### config.mk
export PLATFORM = sky130hd
export DESIGN_NAME = usb_periph_irq_output
export DESIGN_NICKNAME = d
export VERILOG_FILES = /design/src/usb_irq_pkg.sv /design/src/irq_pin_shaper.sv /design/src/usb_periph_irq_output.sv
export SDC_FILE = /design/constraint.sdc
export NUM_CORES = 1
export LEC_CHECK = 0
export BUFFER_PORTS_ARGS = -buffer_cell sky130_fd_sc_hd__buf_2
export CORE_MARGIN = 4
export CORE_UTILIZATION = 30
export CTS_CLUSTER_SIZE = 12
export DETAILED_ROUTE_END_ITERATION = 16
export GPL_ROUTABILITY_DRIVEN = 0
export GPL_TIMING_DRIVEN = 0
export HOLD_SLACK_MARGIN = 0.08
export PLACE_DENSITY = 0.56
export REMOVE_ABC_BUFFERS = 1
export SYNTH_ARGS = -nofsm -noshare
export SYNTH_HDL_FRONTEND = slang
export SYNTH_SLANG_ARGS = --single-unit
### constraint.sdc
create_clock -name mclk_i -period 4.6 [get_ports mclk_i]
set_clock_uncertainty 0.15 [all_clocks]
set_input_delay 0.69 -clock mclk_i [delete_from_list [all_inputs] [get_ports mclk_i]]
set_output_delay 0.69 -clock mclk_i [all_outputs]
set_load 0.01 [all_outputs]
### src/usb_irq_pkg.sv
package usb_irq_pkg;

  // Register byte offsets
  localparam logic [7:0] MODE_OFS   = 8'h0C;
  localparam logic [7:0] CFG_OFS    = 8'h10;
  localparam logic [7:0] USB_EN_OFS = 8'h14;
  localparam logic [7:0] USB_ST_OFS = 8'h18;
  localparam logic [7:0] DMA_EN_OFS = 8'h1C;
  localparam logic [7:0] DMA_ST_OFS = 8'h20;

  // Register widths
  localparam int MODE_W = 16;
  localparam int CFG_W  = 8;
  localparam int USB_W  = 16;
  localparam int DMA_W  = 8;
  localparam int EV_W   = 8;

  // Mode register fields
  localparam int MODE_GLOBAL_EN_BIT = 0;
  localparam int MODE_CLK_AON_BIT   = 1;
  localparam logic [MODE_W-1:0] MODE_RST = 16'h0000;

  // Interrupt configuration fields
  localparam int CFG_PULSE_BIT = 0;
  localparam int CFG_POL_BIT   = 1;
  localparam int CFG_CTRL_LSB  = 2;
  localparam int CFG_IN_LSB    = 4;
  localparam int CFG_OUT_LSB   = 6;
  localparam logic [CFG_W-1:0] CFG_RST = 8'h00;

  // Pipe status bits in the USB status register
  localparam int ST_CTRL_BIT = 8;
  localparam int ST_IN_BIT   = 9;
  localparam int ST_OUT_BIT  = 10;

  // Pipe interrupt mode codes
  localparam logic [1:0] PIPE_ACK_ONLY = 2'h0;
  localparam logic [1:0] PIPE_ACK_NAK  = 2'h1;
  localparam logic [1:0] PIPE_NAK_ONLY = 2'h2;

  // Timing
  localparam int CLK_PERIOD_NS = 100;
  localparam int IRQ_PULSE_NS  = 60;
  localparam int IRQ_PULSE_RAW = (IRQ_PULSE_NS + CLK_PERIOD_NS - 1) / CLK_PERIOD_NS;
  localparam int IRQ_PULSE_CYC = (IRQ_PULSE_RAW < 1) ? 1 : IRQ_PULSE_RAW;
  localparam int CNT_W         = 4;

  localparam logic PIN_IDLE_RST = 1'b1;

endpackage : usb_irq_pkg

### src/irq_pin_shaper.sv
`timescale 1ns/1ps
module irq_pin_shaper (
  input  wire logic mclk_i,
  input  wire logic rst_n_i,
  input  wire logic assert_i,
  input  wire logic pulse_mode_i,
  input  wire logic polarity_i,
  output logic      irq_pin_o
);

  typedef struct packed {
    logic                        prev;
    logic [usb_irq_pkg::CNT_W-1:0] cnt;
    logic                        pin;
  } shaper_t;

  localparam logic [usb_irq_pkg::CNT_W-1:0] PULSE_LOAD =
    usb_irq_pkg::CNT_W'(usb_irq_pkg::IRQ_PULSE_CYC - 1);
  localparam logic [usb_irq_pkg::CNT_W-1:0] CNT_ONE = 4'h1;

  shaper_t q_ff;
  shaper_t nxt_q;

  always_comb begin
    logic trigger;
    logic active;
    trigger = 1'b0;
    active  = 1'b0;
    nxt_q = q_ff;
    nxt_q.prev = assert_i;
    trigger = assert_i & ~q_ff.prev;
    if (pulse_mode_i) begin
      // Fixed width counted in core clocks
      if (trigger) begin
        nxt_q.cnt = PULSE_LOAD;
      end else if (q_ff.cnt != '0) begin
        nxt_q.cnt = q_ff.cnt - CNT_ONE;
      end
      active = trigger | (q_ff.cnt != '0);
    end else begin
      nxt_q.cnt = '0;
      active = assert_i;
    end
    nxt_q.pin = polarity_i ? active : ~active;
  end

  always_ff @(posedge mclk_i or negedge rst_n_i) begin
    if (!rst_n_i) begin
      q_ff     <= '0;
      q_ff.pin <= usb_irq_pkg::PIN_IDLE_RST;
    end else begin
      q_ff <= nxt_q;
    end
  end

  assign irq_pin_o = q_ff.pin;

endmodule : irq_pin_shaper

### src/usb_periph_irq_output.sv
// Local design decision: the Avalon-MM register port.
`timescale 1ns/1ps
// Summary of operation
// - Software sets the interrupt pin polarity and level-or-pulse signalling in the config register.
// - The pin is only newly asserted while the global enable bit of the mode register is set.
// - After reset the pin is active low and level signalled.
// - In pulse mode one fixed pulse follows each rise of the combined pending interrupt.
// - Each USB event sets its own USB status bit and each DMA event its own DMA reason bit.
// - An event reaches the pin only when its enable bit is set.
// - Three two-bit fields select which handshakes of the control, IN and OUT pipes interrupt.
// - An event with the global enable clear still sets its status bit but not the pin.
// - In level mode setting the global enable with status pending asserts the pin at once.
// - In level mode clearing the global enable does not drop an asserted pin while pending.
// - In level mode the pin drops only once software has cleared all pending status.
// - Suspended with clock-always-on clear, bus supply activity requests a clock wake-up.
module usb_periph_irq_output (
  input  wire logic                          mclk_i,
  input  wire logic                          rst_n_i,
  input  wire logic [7:0]                    avs_address_i,
  input  wire logic                          avs_read_i,
  input  wire logic                          avs_write_i,
  input  wire logic [31:0]                   avs_writedata_i,
  input  wire logic [3:0]                    avs_byteenable_i,
  output logic      [31:0]                   avs_readdata_o,
  output logic                               avs_waitrequest_o,
  input  wire logic [usb_irq_pkg::EV_W-1:0]  usb_event_i,
  input  wire logic [usb_irq_pkg::DMA_W-1:0] dma_event_i,
  input  wire logic                          ctrl_ack_i,
  input  wire logic                          ctrl_nak_i,
  input  wire logic                          in_ack_i,
  input  wire logic                          in_nak_i,
  input  wire logic                          out_ack_i,
  input  wire logic                          out_nak_i,
  input  wire logic                          suspend_i,
  input  wire logic                          vbus_sense_i,
  output logic                               clk_wake_o,
  output logic                               int_o
);

  typedef struct packed {
    logic [usb_irq_pkg::MODE_W-1:0] mode;
    logic [usb_irq_pkg::CFG_W-1:0]  cfg;
    logic [usb_irq_pkg::USB_W-1:0]  usb_en;
    logic [usb_irq_pkg::USB_W-1:0]  usb_st;
    logic [usb_irq_pkg::DMA_W-1:0]  dma_en;
    logic [usb_irq_pkg::DMA_W-1:0]  dma_st;
    logic                           ack;
    logic [31:0]                    rdata;
    logic                           irq_on;
    logic                           sync1;
    logic                           sync2;
    logic                           sync3;
    logic                           vbus_stable;
    logic                           wake;
  } core_t;

  core_t q_ff;
  core_t nxt_q;

  logic pending;
  logic vbus_change;
  logic global_en;
  logic clk_aon;
  logic pulse_mode;
  logic polarity;
  logic ctrl_hit;
  logic in_hit;
  logic out_hit;

  function automatic logic [31:0] be_mask(input logic [3:0] be);
    logic [31:0] m;
    m = '0;
    for (int i = 0; i < 4; i++) begin
      m[i*8 +: 8] = {8{be[i]}};
    end
    return m;
  endfunction : be_mask

  function automatic logic [31:0] be_merge(input logic [31:0] old_v,
                                           input logic [31:0] wdata,
                                           input logic [3:0]  be);
    logic [31:0] m;
    m = be_mask(be);
    return (old_v & ~m) | (wdata & m);
  endfunction : be_merge

  function automatic logic pipe_hit(input logic [1:0] mode_v,
                                    input logic       ack_v,
                                    input logic       nak_v);
    case (mode_v)
      usb_irq_pkg::PIPE_ACK_NAK:  return ack_v | nak_v;
      usb_irq_pkg::PIPE_NAK_ONLY: return nak_v;
      default:                    return ack_v;
    endcase
  endfunction : pipe_hit

  assign global_en  = q_ff.mode[usb_irq_pkg::MODE_GLOBAL_EN_BIT];
  assign clk_aon    = q_ff.mode[usb_irq_pkg::MODE_CLK_AON_BIT];
  assign pulse_mode = q_ff.cfg[usb_irq_pkg::CFG_PULSE_BIT];
  assign polarity   = q_ff.cfg[usb_irq_pkg::CFG_POL_BIT];

  // Per-pipe handshake selection
  assign ctrl_hit = pipe_hit(q_ff.cfg[usb_irq_pkg::CFG_CTRL_LSB +: 2],
                             ctrl_ack_i, ctrl_nak_i);
  assign in_hit   = pipe_hit(q_ff.cfg[usb_irq_pkg::CFG_IN_LSB +: 2],
                             in_ack_i, in_nak_i);
  assign out_hit  = pipe_hit(q_ff.cfg[usb_irq_pkg::CFG_OUT_LSB +: 2],
                             out_ack_i, out_nak_i);

  assign pending = (|(q_ff.usb_st & q_ff.usb_en)) | (|(q_ff.dma_st & q_ff.dma_en));

  // Second and third stage must agree before a change counts
  assign vbus_change = (q_ff.sync2 == q_ff.sync3) && (q_ff.sync3 != q_ff.vbus_stable);

  always_comb begin
    logic                          req;
    logic                          do_wr;
    logic                          do_rd;
    logic [31:0]                   wclr;
    logic [usb_irq_pkg::USB_W-1:0] usb_set;
    logic [usb_irq_pkg::USB_W-1:0] usb_clr;
    logic [usb_irq_pkg::DMA_W-1:0] dma_clr;
    logic [31:0]                   rmux;
    logic [31:0]                   merged;
    req     = 1'b0;
    do_wr   = 1'b0;
    do_rd   = 1'b0;
    wclr    = '0;
    usb_set = '0;
    usb_clr = '0;
    dma_clr = '0;
    rmux    = '0;
    merged  = '0;
    nxt_q   = q_ff;

    // Bus slave: one wait state, access completes while ack is high
    req       = avs_read_i | avs_write_i;
    nxt_q.ack = req & ~q_ff.ack;
    do_wr     = avs_write_i & q_ff.ack;
    do_rd     = avs_read_i & q_ff.ack;
    wclr      = avs_writedata_i & be_mask(avs_byteenable_i);

    case (avs_address_i)
      usb_irq_pkg::MODE_OFS:   rmux = 32'(q_ff.mode);
      usb_irq_pkg::CFG_OFS:    rmux = 32'(q_ff.cfg);
      usb_irq_pkg::USB_EN_OFS: rmux = 32'(q_ff.usb_en);
      usb_irq_pkg::USB_ST_OFS: rmux = 32'(q_ff.usb_st);
      usb_irq_pkg::DMA_EN_OFS: rmux = 32'(q_ff.dma_en);
      usb_irq_pkg::DMA_ST_OFS: rmux = 32'(q_ff.dma_st);
      default:                 rmux = '0;
    endcase
    if (avs_read_i && !q_ff.ack) begin
      nxt_q.rdata = rmux;
    end

    if (do_wr) begin
      case (avs_address_i)
        usb_irq_pkg::MODE_OFS: begin
          merged = be_merge(32'(q_ff.mode), avs_writedata_i, avs_byteenable_i);
          nxt_q.mode = merged[usb_irq_pkg::MODE_W-1:0];
        end
        usb_irq_pkg::CFG_OFS: begin
          merged = be_merge(32'(q_ff.cfg), avs_writedata_i, avs_byteenable_i);
          nxt_q.cfg = merged[usb_irq_pkg::CFG_W-1:0];
        end
        usb_irq_pkg::USB_EN_OFS: begin
          merged = be_merge(32'(q_ff.usb_en), avs_writedata_i, avs_byteenable_i);
          nxt_q.usb_en = merged[usb_irq_pkg::USB_W-1:0];
        end
        usb_irq_pkg::USB_ST_OFS: begin
          usb_clr = wclr[usb_irq_pkg::USB_W-1:0];
        end
        usb_irq_pkg::DMA_EN_OFS: begin
          merged = be_merge(32'(q_ff.dma_en), avs_writedata_i, avs_byteenable_i);
          nxt_q.dma_en = merged[usb_irq_pkg::DMA_W-1:0];
        end
        usb_irq_pkg::DMA_ST_OFS: begin
          dma_clr = wclr[usb_irq_pkg::DMA_W-1:0];
        end
        default: begin
        end
      endcase
    end

    // Read clears only the bits that were reported
    if (do_rd && avs_address_i == usb_irq_pkg::USB_ST_OFS) begin
      usb_clr = usb_clr | q_ff.rdata[usb_irq_pkg::USB_W-1:0];
    end
    if (do_rd && avs_address_i == usb_irq_pkg::DMA_ST_OFS) begin
      dma_clr = dma_clr | q_ff.rdata[usb_irq_pkg::DMA_W-1:0];
    end

    usb_set = '0;
    usb_set[usb_irq_pkg::EV_W-1:0]   = usb_event_i;
    usb_set[usb_irq_pkg::ST_CTRL_BIT] = ctrl_hit;
    usb_set[usb_irq_pkg::ST_IN_BIT]   = in_hit;
    usb_set[usb_irq_pkg::ST_OUT_BIT]  = out_hit;

    // Set wins over clear; global enable does not gate recording
    nxt_q.usb_st = (q_ff.usb_st & ~usb_clr) | usb_set;
    nxt_q.dma_st = (q_ff.dma_st & ~dma_clr) | dma_event_i;

    // Asserted irq_on holds through a global disable until pending clears
    nxt_q.irq_on = pending & (global_en | q_ff.irq_on);

    nxt_q.sync1 = vbus_sense_i;
    nxt_q.sync2 = q_ff.sync1;
    nxt_q.sync3 = q_ff.sync2;
    if (q_ff.sync2 == q_ff.sync3) begin
      nxt_q.vbus_stable = q_ff.sync3;
    end
    nxt_q.wake = suspend_i & ~clk_aon & (q_ff.wake | vbus_change);
  end

  always_ff @(posedge mclk_i or negedge rst_n_i) begin
    if (!rst_n_i) begin
      q_ff      <= '0;
      q_ff.mode <= usb_irq_pkg::MODE_RST;
      q_ff.cfg  <= usb_irq_pkg::CFG_RST;
    end else begin
      q_ff <= nxt_q;
    end
  end

  irq_pin_shaper u_shaper (
    .mclk_i       (mclk_i),
    .rst_n_i      (rst_n_i),
    .assert_i     (q_ff.irq_on),
    .pulse_mode_i (pulse_mode),
    .polarity_i   (polarity),
    .irq_pin_o    (int_o)
  );

  assign avs_waitrequest_o = (avs_read_i | avs_write_i) & ~q_ff.ack;
  assign avs_readdata_o    = q_ff.rdata;
  assign clk_wake_o        = q_ff.wake;

  property p_global_gate;
    @(posedge mclk_i) disable iff (!rst_n_i)
      (!global_en && !q_ff.irq_on) |=> !q_ff.irq_on;
  endproperty
  a_global_gate: assert property (p_global_gate)
    else $error("irq asserted with global enable clear");

  property p_enable_now;
    @(posedge mclk_i) disable iff (!rst_n_i)
      (global_en && pending && !pulse_mode && $stable(q_ff.cfg))
        |-> ##[1:2] (int_o == polarity);
  endproperty
  a_enable_now: assert property (p_enable_now)
    else $error("pin not active after enable with pending status");

  property p_hold_on_disable;
    @(posedge mclk_i) disable iff (!rst_n_i)
      (q_ff.irq_on && pending) |=> q_ff.irq_on;
  endproperty
  a_hold_on_disable: assert property (p_hold_on_disable)
    else $error("irq dropped while status pending");

  property p_drop_when_clear;
    @(posedge mclk_i) disable iff (!rst_n_i)
      (q_ff.irq_on && !pending) |=> !q_ff.irq_on;
  endproperty
  a_drop_when_clear: assert property (p_drop_when_clear)
    else $error("irq stayed on with nothing pending");

  property p_dma_record;
    @(posedge mclk_i) disable iff (!rst_n_i)
      (|dma_event_i) |=> ((q_ff.dma_st & $past(dma_event_i)) == $past(dma_event_i));
  endproperty
  a_dma_record: assert property (p_dma_record)
    else $error("dma event not recorded");

  property p_masked_quiet;
    @(posedge mclk_i) disable iff (!rst_n_i)
      (q_ff.usb_en == '0 && q_ff.dma_en == '0) |=> !q_ff.irq_on;
  endproperty
  a_masked_quiet: assert property (p_masked_quiet)
    else $error("irq on with all enables clear");

  property p_pulse_width;
    @(posedge mclk_i) disable iff (!rst_n_i)
      ($rose(q_ff.irq_on) && pulse_mode && $stable(q_ff.cfg))
        |=> (int_o == polarity) ##1 (int_o != polarity);
  endproperty
  a_pulse_width: assert property (p_pulse_width)
    else $error("pulse width wrong");

  property p_level_polarity;
    @(posedge mclk_i) disable iff (!rst_n_i)
      (!pulse_mode && q_ff.irq_on) |=> (int_o == $past(polarity));
  endproperty
  a_level_polarity: assert property (p_level_polarity)
    else $error("level pin polarity wrong");

  property p_reset_idle;
    @(posedge mclk_i) disable iff (!rst_n_i)
      (q_ff.cfg == usb_irq_pkg::CFG_RST && !q_ff.irq_on) |=> int_o;
  endproperty
  a_reset_idle: assert property (p_reset_idle)
    else $error("default pin not idle high");

  property p_nak_only;
    @(posedge mclk_i) disable iff (!rst_n_i)
      (q_ff.cfg[usb_irq_pkg::CFG_CTRL_LSB +: 2] == usb_irq_pkg::PIPE_NAK_ONLY
       && ctrl_ack_i && !ctrl_nak_i && !q_ff.usb_st[usb_irq_pkg::ST_CTRL_BIT])
        |=> !q_ff.usb_st[usb_irq_pkg::ST_CTRL_BIT];
  endproperty
  a_nak_only: assert property (p_nak_only)
    else $error("ack set control status in nak-only mode");

  property p_vbus_wake;
    @(posedge mclk_i) disable iff (!rst_n_i)
      (suspend_i && !clk_aon && vbus_change) |=> clk_wake_o;
  endproperty
  a_vbus_wake: assert property (p_vbus_wake)
    else $error("no wake on supply activity");

  property p_wake_release;
    @(posedge mclk_i) disable iff (!rst_n_i)
      !suspend_i |=> !clk_wake_o;
  endproperty
  a_wake_release: assert property (p_wake_release)
    else $error("wake request held outside suspend");

  property p_usb_record;
    @(posedge mclk_i) disable iff (!rst_n_i)
      (|usb_event_i) |=> ((q_ff.usb_st[usb_irq_pkg::EV_W-1:0] & $past(usb_event_i))
                          == $past(usb_event_i));
  endproperty
  a_usb_record: assert property (p_usb_record)
    else $error("usb event not recorded");

  property p_ack_only;
    @(posedge mclk_i) disable iff (!rst_n_i)
      (q_ff.cfg[usb_irq_pkg::CFG_CTRL_LSB +: 2] == usb_irq_pkg::PIPE_ACK_ONLY && ctrl_ack_i)
        |=> q_ff.usb_st[usb_irq_pkg::ST_CTRL_BIT];
  endproperty
  a_ack_only: assert property (p_ack_only)
    else $error("ack missed in ack-only mode");

  property p_pulse_idle;
    @(posedge mclk_i) disable iff (!rst_n_i)
      (pulse_mode && !q_ff.irq_on) |=> (int_o == !$past(polarity));
  endproperty
  a_pulse_idle: assert property (p_pulse_idle)
    else $error("pulse pin not at inactive level");

endmodule : usb_periph_irq_output
**Word level (Yosys, flattened, before mapping)**

Cells that the tools add are included.

- Bits of input ports: 72
- Word-level logic and storage cells: 99
- Register bits: 117
- Output and inout bits: 35

- Reduce and logical (&&, ||, !) cells: 12
- Muxes and demuxes: 15
- Equal/unequal tests: 15
- Add/sub/neg operators: 1
- Bitwise gates (word level): 39

Operator list:

| cell | number |
|---|---|
| $pmux 16 s6 | 1 |
| $and 16x16->16 | 5 |
| $mux 16 | 3 |
| $or 16x16->16 | 3 |
| $and 8x8->8 | 4 |
| $eq 8x5->1 const B | 4 |
| $not 16->16 | 2 |
| $or 8x8->8 | 4 |
| $mux 8 | 3 |
| $or 16x11->16 | 1 |
| $reduce_or 16->1 | 1 |
| $mux 4 | 3 |
| $eq 8x4->1 const B | 1 |
| $eq 8x6->1 const B | 1 |
| $not 8->8 | 1 |
| $or 1x1->1 | 8 |
| $reduce_and 2->1 | 4 |
| $reduce_or 8->1 | 1 |
| $and 1x1->1 | 7 |
| $eq 2x1->1 const B | 3 |
| $eq 2x2->1 const B | 3 |
| $pmux 1 s2 | 3 |
| $logic_and 1x1->1 | 4 |
| $not 1->1 | 4 |
| 7 further kinds | 8 |

**Longest topological paths before layout**

Gate-level depths: netlist of run 1.

- Depth after elaboration: 8
- Mapped depth: 6
- Mapped depth without buffers: 5

**Hierarchy**

A second synthesis of run 1 with hierarchy kept.

- Cell total of the unflattened synthesis: 445
- Area total of the unflattened synthesis: 5126.2 µm²

By module, submodules not included:

| module | sequential area each (µm²) | cells an instance | area an instance (µm²) | instances |
|---|---|---|---|---|
| usb_periph_irq_output | 2377.3 | 419 | 4844.6 | 1 |
| irq_pin_shaper | 151.4 | 26 | 281.5 | 1 |

**Least setup slack after synthesis of run 1**

Ideal clock, no wire load.

- Kind: input-to-reg
- Start point: input avs_address_i[3]
- End point: register with a tool-made name
- Buffers on the path: 2
- Arrival: 2152 ps
- Setup time: 125 ps
- Cell stages on the path: 5
- Path slack: 2174 ps
- Data required time: 4325 ps
- Path through: buf_2 > nor4b_2 > and3_1 > buf_2 > mux2_2

RTL lines:

| what | RTL line | source |
|---|---|---|
| start, declared | usb_periph_irq_output.sv:19 | `input wire logic [7:0] avs_address_i,` |

==> results.toml, run 1 <==
[run_status]
outcome = "complete, no violations"

[global_routing]
grt_pass1_vias = 3919
grt_max_degree = 64
track_usage = 0.155
grt-ovfl-total = 0
antenna_found_initial = 0
grt_pass1_wl_mm = 23.0

[synth]
synth_enable_flop_cells = 0
postSynthAreaPerCell_um2 = 11.6
synth_largest_area_cell = "dfrtp_1"
synth_ff_type = "dfrtp_1"
synth_top_area_frac = 0.492
yosysUniqueCellTypes = 51
yosysSeqAreaShare = 0.497
synthTopCellsByArea = "dfrtp_1, mux2_2, a22oi_1, buf_4, a22o_1"
ys_warn_count = 0
syn-cell-area_um2 = 5090
async_reset_ff_frac = 1.00
postSynthCellCount = 438
synth_seq_cells = 101

[clocking]
postCtsSetupBuffers = 0
hold_buffers = 0
cts.clk_slew.worst_paths_ns = 0.07
clkLatencyLatePin_ns = 0.36
cts_tree = "yes"
cts_buffer_depth = 2
cts_buffers = 9
htreeDepth = 3
clock_sinks = 101
cts_resized = 0
clockRootBuffer = "clkbuf_16"

[setup_path]
r2r_start = "q_ff[38]"
r2r_cells = 3
crit_end = "q_ff[62]"
path_class = "input port to flop"
worstPathRequired_ns = 4.70
end_kind = "flop"
rrSetupSlack_ns = 2.14
cp_max_fo = 19
cp-start-kind = "input port"
worstPathArrival_ns = 3.29
crit_start = "avs_address_i[3]"
r2r_end = "avs_readdata_o[8]"

[hold_path]
hp-class = "input port to asynchronous set/reset pin"

[drt]
vias = 3775
vias_per_cell = 5.30
drt_iter0_drc = 286
ant_nets = 0
firstDrtPassIters = 5
wirelength_mm = 14.8
drc = 0
drt-wirelength-per-cell_um = 20.8

[power_and_ir_drop]
peakVddDrop_v = 0.000185
p_clk_frac = 0.420
seqPwrFrac = 0.491
leakagePower_nw = 2.60
internal-power_w = 0.00144
p_comb_frac = 0.089
p_sw_frac = 0.245
p_sw_w = 0.000468
power_per_cell_area_nw_per_um2 = 329

[die]
start_util = 0.307
rows = 47
io_pins = 107
die_area_um2 = 19100
chipWidth_um = 138
core_area_um2 = 16600
fp.dieH_um = 138

[layout]
syn_to_final_growth_pct = 14.0
layout.area.seq_um2 = 2530
drive_above_1_share = 0.305
utilization = 0.350
layout.nets = 566
num_antenna_cells = 0
final_cells = 712
multi_input_area_um2 = 2230
fill_cells = 1666
stdcell_area_um2 = 5800

[timing]
min_period_ns = 3.19
final-max-slew-violation-count = 0
period_share = 0.694
timing.fmax_ghz = 0.313
rsz0062_at_grt = "no"
tns_ns = 0
whs_ns = 0.174
hold_viol_final = 0
setup_viol = 0
slew_headroom = 0.143
worst_slew_pin_slew_ns = 1.27

[place]
dp_cells = 696
place_area_um2 = 5490
dp_hpwl_mm = 10.3
port_buffers = 72

[job]
maxCapViolations = 0
layout make-up:
type                    count  area share
clock buffers              13      0.0466
clock inverters             3     0.00734
inverters                  14     0.00906
multi-input cells         287       0.385
flip-flops and latches    101       0.436
well taps                 220      0.0475
repair buffers             74      0.0682
worst max-delay path, stage by stage:
cell	delay [ns]
buf_2	0.35
nor4b_4	0.88
nor3b_4	0.91
a22oi_1	0.22
a21o_1	0.21
synthesized netlist by cell type (all sizes together), types with 2 or more instances:
cell type,count
and3,4
a21oi,13
nor3b,3
a22oi,44
mux2,49
nor4,2
buf,45
a221oi,8
nor4b,4
ha,7
nand2b,6
clkbuf,6
nand2,12
or4b,2
nor3,5
a32oi,4
nor2b,2
nor2,23
dfrtp,100
a211oi,2
o2bb2ai,8
inv,14
a22o,19
o21ai,14
a21o,20
nand4,5
and3b,2
power groups by stage:
stage | clock network, W | logic [W] | registers [W]
detailed placement | 0 | 0.000170 | 0.000954
finish | 0.000802 | 0.000169 | 0.000937
CTS | 0.000825 | 0.000170 | 0.000937
global route | 0.000863 | 0.000187 | 0.000940
floorplan | 0 | 0.0000645 | 0.000954
global placement | 0 | 0.000163 | 0.000953
cell families after synthesis:
kind of cell,share of synthesized area
compound gates,0.198
xor+xnor,0.00344
fa+ha+maj,0.0192
buf+inv,0.0767
flops,0.497
mux,0.108
other cells,0.000737
simple gates,0.0964
metrics by stage:
| stage | setup slack [ns] | power (W) |
|---|---|---|
| detailed placement | 1.03 | 0.00112 |
| floorplan | 2.01 | 0.00102 |
| finish | 1.41 | 0.00191 |
| global placement | 0.517 | 0.00112 |
| global route | 1.30 | 0.00199 |
| CTS | 1.41 | 0.00193 |
routing by layer:
layer  share of wire  global-route usage
met5               0                   0
met4           0.020              0.0525
met3           0.056              0.0380
met2            0.48               0.248
met1            0.45               0.207
how the worst min path moves through the flow:
stage	start	endpoint	slack (ns)	cells after the start
floorplan	nxt_q[3]	nxt_q[2]	0.18	0
CTS	rst_n_i	q_ff[68]	0.19	1
global placement	nxt_q[3]	nxt_q[2]	0.19	0
global route	rst_n_i	q_ff[69]	0.21	1
detailed placement	nxt_q[3]	nxt_q[2]	0.19	0
finish	rst_n_i	q_ff[67]	0.17	1
cells in the final DEF (no fill, tap or decap), types with 7 or more instances in the layout:
master,instances
a21o_1,20
a21oi_1,13
a221oi_1,8
a22o_1,19
a22oi_1,44
buf_2,72
clkbuf_16,9
conb_1,16
dfrtp_1,100
ha_1,7
inv_1,14
mux2_2,49
nand2_1,12
nor2_1,23
o21ai_0,14
o2bb2ai_1,8
Power figures use the tool's default switching activity.
==> run 2: changes to the inputs <==
PLACE_DENSITY = 0.58   (was 0.56)
clock period = 2.74 ns   (was 4.6 ns; I/O delays follow)
==> run 2 against run 1 <==
Net effect: clock-buffer cell count is 2 lower; sequential cell count unchanged; global-route usage fell by 0.62 points; largest cell class unchanged; sequential share of layout area is 0.49 points lower; hold slack got worse by 0.082 ns; first-iteration DRC count is 22% lower; non-clock buffer count up 8; routed wire length down 2.1%; critical path type unchanged; highest routed layer unchanged; critical path depth is 1 lower; sequential power rose by 68%.
==> results.toml, run 2 (synthesized netlist as in run 1, its figures left out) <==
[run_status]
outcome = "complete, no violations"

[clocking]
cts.clk_slew.worst_paths_ns = 0.07
clockRootBuffer = "clkbuf_16"
cts_tree = "yes"
cts_buffers = 9
cts_buffer_depth = 2
clkLatencyLatePin_ns = 0.35
htreeDepth = 3
clock_sinks = 101

[die]
chipWidth_um = 138
fp.dieH_um = 138
rows = 47
core_area_um2 = 16600
die_area_um2 = 19100
io_pins = 107
start_util = 0.307

[setup_path]
worstPathRequired_ns = 2.83
end_kind = "flop"
path_class = "input port to flop"
r2r_cells = 3
r2r_start = "q_ff[38]"
crit_start = "avs_address_i[7]"
cp-start-kind = "input port"
cp_max_fo = 14
rrSetupSlack_ns = 0.38
worstPathArrival_ns = 2.72

[drt]
vias = 3799
drt_iter0_drc = 223
drc = 0
firstDrtPassIters = 6
drt-wirelength-per-cell_um = 20.2
wirelength_mm = 14.5
ant_nets = 0
vias_per_cell = 5.28

[global_routing]
grt_pass1_vias = 3862
grt-ovfl-total = 0
track_usage = 0.149
antenna_found_initial = 0
grt_pass1_wl_mm = 22.4
grt_max_degree = 60

[power_and_ir_drop]
leakagePower_nw = 2.61
power_per_cell_area_nw_per_um2 = 536
peakVddDrop_v = 0.000294

[layout]
mostFrequentLayoutCells = "dfrtp_1, buf_2, mux2_2"
syn_to_final_growth_pct = 15.3
layout.nets = 574
final_common_cell = "dfrtp_1"
drive_above_1_share = 0.306
utilization = 0.354
num_antenna_cells = 0

[place]
port_buffers = 72
place_worst_setup_slack_ns = -0.547
dp_hpwl_mm = 10.1

[timing]
min_period_ns = 2.63
timing.fmax_ghz = 0.380
worst_slew_pin_slew_ns = 1.14
period_share = 0.960
slew_headroom = 0.228
rsz0062_at_grt = "no"
final-max-slew-violation-count = 0
worst_slack_ns = 0.110
setup_viol = 0
hold_viol_final = 0

[job]
maxCapViolations = 0

[hold_path]
hp-class = "input port to flop"
[run 2: power by group]
| part | switching (W) | leakage [nW] | total, W | internal [W] |
|---|---|---|---|---|
| Sequential | 0.0000414 | 1.22 | 0.00157 | 0.00153 |
| Clock | 0.000567 | 0.132 | 0.00128 | 0.000711 |
| Combinational | 0.000179 | 1.26 | 0.000290 | 0.000111 |
[run 2: how the worst min path moves through the flow]
stage | start | endpoint | depth (start not counted)
after floorplan | rst_n_i | asynchronous set/reset pin | 0
after global placement | nxt_q[3] | nxt_q[2] | 0
after detailed placement | nxt_q[3] | nxt_q[2] | 0
after CTS | dma_event_i[0] | q_ff[39] | 2
after global routing | usb_event_i[2] | q_ff[57] | 2
final | dma_event_i[0] | q_ff[39] | 2
[run 2: worst max-delay path: stages]
cell and delay (ns):
buf_2 0.13, or4b_1 0.87, nor3_2 0.88, mux2_2 0.41
[run 2: area by class of cell]
type / instances / area (um2)
multi-input combinational: 287 / 2240
inverter: 14 / 52.6
fill: 1657 / 10700
timing repair buffer: 82 / 473
sequential: 101 / 2530
clock inverter: 5 / 61.3
clock buffer: 11 / 233
tap: 220 / 275
[run 2: through the flow]
step                      setup TNS (ns)  cell area [um2]  power, W  hold WS (ns)  cells
after global routing                   0             5860   0.00327        0.0891    720
after floorplan                        0             4810   0.00171       -0.0346    402
after CTS                              0             5860   0.00318        0.0806    720
after global placement            -25.35             5440   0.00187         0.191    694
final                                  0             5860   0.00314        0.0917    720
after detailed placement          -18.54             5480   0.00188         0.193    695
[run 2: per-layer routing]
metal	part of all wire	global-route usage	vias to the layer above
met4	0.026	0.0650	0
met1	0.44	0.198	1922
li1	-	-	1717
met2	0.48	0.239	135
met3	0.048	0.0266	25
met5	0	0	-
[run 2: repair_timing]
| action | 4_1_cts | 5_1_grt |
|---|---|---|
| resized for setup | 1 | 1 |
| setup endpoints to repair | 22 | 8 |
| setup buffers | 3 | 0 |
| endpoints found under the hold margin | 47 | 0 |
| hold buffers | 6 | 0 |
==> run 3: changes to the inputs <==
CTS_CLUSTER_DIAMETER = 120   (was not set)
GPL_ROUTABILITY_DRIVEN = 1   (was 0)
PLACE_DENSITY = 0.56   (was 0.58)
clock period = 3.2 ns   (was 2.74 ns; I/O delays follow)
==> run 3 against run 2 <==
Net effect: utilization shrank 0.28 points; sequential cell count unchanged; die area did not move; cell count shrank 0.83%; cell area down 0.79%.
==> results.toml, run 3 (synthesized netlist as in run 1, its figures left out) <==
[timing]
rsz0062_at_grt = "no"
worst_slew_pin_slew_ns = 1.28
worst_slack_ns = 0.199
slew_headroom = 0.135
hold_viol_final = 0
min_period_ns = 3.00
tns_ns = 0
whs_ns = 0.144
setup_viol = 0
final-max-slew-violation-count = 0
period_share = 0.938
timing.fmax_ghz = 0.333

[layout]
layout.nets = 568
final_common_cell = "dfrtp_1"
mostFrequentLayoutCells = "dfrtp_1, buf_2, mux2_2"
utilization = 0.351
syn_to_final_growth_pct = 14.4
stdcell_area_um2 = 5820
drive_above_1_share = 0.304
fill_cells = 1664
num_antenna_cells = 0

[clocking]
cts_resized = 0
clkLatencyLatePin_ns = 0.36
postCtsSetupBuffers = 0
cts_buffers = 9
cts_tree = "yes"
htreeDepth = 3
cts.clk_slew.worst_paths_ns = 0.07
cts_buffer_depth = 2
clockRootBuffer = "clkbuf_16"
clock_sinks = 101

[run_status]
outcome = "complete, no violations"

[job]
maxCapViolations = 0

[hold_path]
hold_path_depth = 2
hp-start = "dma_event_i[7]"
hold_path_end = "q_ff[46]"
hp-class = "input port to flop"

[global_routing]
grt_max_degree = 64
grt_pass1_vias = 3929
grt_pass1_wl_mm = 23.0
track_usage = 0.156
antenna_found_initial = 0
grt-ovfl-total = 0

[place]
dp_hpwl_mm = 10.3
place_area_um2 = 5490
place_worst_setup_slack_ns = -0.157
gp_congestion = 0.838
port_buffers = 72

[die]
rows = 47
die_area_um2 = 19100
start_util = 0.307
chipWidth_um = 138
core_area_um2 = 16600
fp.dieH_um = 138
io_pins = 107

[drt]
vias_per_cell = 5.30
vias = 3785
wirelength_mm = 14.8
ant_nets = 0
firstDrtPassIters = 5
drc = 0
drt-wirelength-per-cell_um = 20.7
drt_iter0_drc = 300

[setup_path]
cp_max_fo = 19
rrSetupSlack_ns = 0.75
cpPeakStageDelay_ns = 0.93
worstPathArrival_ns = 3.10
path_class = "input port to flop"
worstPathRequired_ns = 3.30
r2r_cells = 3
end_kind = "flop"
crit_chain = "buf_2 -> nor4b_4 -> nor3b_4 -> a22oi_1 -> a21o_1"
cp_slowest_cell = "nor3b_4"
r2r_start = "q_ff[38]"
cp-start-kind = "input port"

[power_and_ir_drop]
peakVddDrop_v = 0.000264
leakagePower_nw = 2.61
power_per_cell_area_nw_per_um2 = 472
-- run 3: cell count changes in the layout (fill, tap and decap cells not counted), sizes merged --
cell         change
buf              -2
clkbuf           +2
clkinvlp         -2
dlygate4sd3      -4
-- run 3: metal layers --
layer / vias to the layer above / track usage / wire length, um
li1: 1705 / - / -
met2: 134 / 0.249 / 7120
met5: - / 0 / 0
met4: 0 / 0.0525 / 303
met1: 1926 / 0.208 / 6600
met3: 20 / 0.0376 / 778
-- run 3: area by class of cell --
type | count | area [um2] | share of cell area
clock buffer | 13 | 270 | 0.0465
clock inverter | 3 | 42.5 | 0.00731
inverter | 14 | 52.6 | 0.00903
multi-input combinational | 287 | 2230 | 0.384
sequential | 101 | 2530 | 0.435
tap | 220 | 275 | 0.0473
timing repair buffer | 76 | 415 | 0.0714
-- run 3: worst max-delay path, delay by kind of cell --
kind	cells	cell delay [ns]
AOI/OAI and AO/OA	2	0.44
buffers and inverters	1	0.35
and+or+nand+nor	2	1.81
-- run 3: how the worst max path moves through the flow --
stage	start	to	slack (ns)	cells past startpoint
floorplan	avs_address_i[7]	flop	0.82	3
global placement	avs_address_i[3]	q_ff[58]	-0.67	5
detailed placement	avs_address_i[3]	q_ff[61]	-0.16	5
CTS	avs_address_i[3]	q_ff[61]	0.22	5
global route	avs_address_i[3]	q_ff[61]	0.11	5
finish	avs_address_i[3]	q_ff[62]	0.20	5
-- run 3: repair_timing --
item,4_1_cts,5_1_grt
endpoints found under the hold margin,39,0
setup endpoints to repair,0,0
hold buffers,2,0
-- run 3: power breakdown --
part | switching [W] | internal, W | total (W)
Clock | 0.000483 | 0.000670 | 0.00115
Sequential | 0.0000361 | 0.00131 | 0.00135
Combinational | 0.000153 | 0.0000920 | 0.000245
Total | 0.000672 | 0.00207 | 0.00275
-- run 3: metrics by stage --
| step | total power [W] | instances |
|---|---|---|
| 2_1_floorplan | 0.00146 | 402 |
| 3_3_place_gp | 0.00160 | 694 |
| 3_5_place_dp | 0.00162 | 696 |
| 4_1_cts | 0.00278 | 714 |
| 5_1_grt | 0.00286 | 714 |
| 6_report | 0.00275 | 714 |
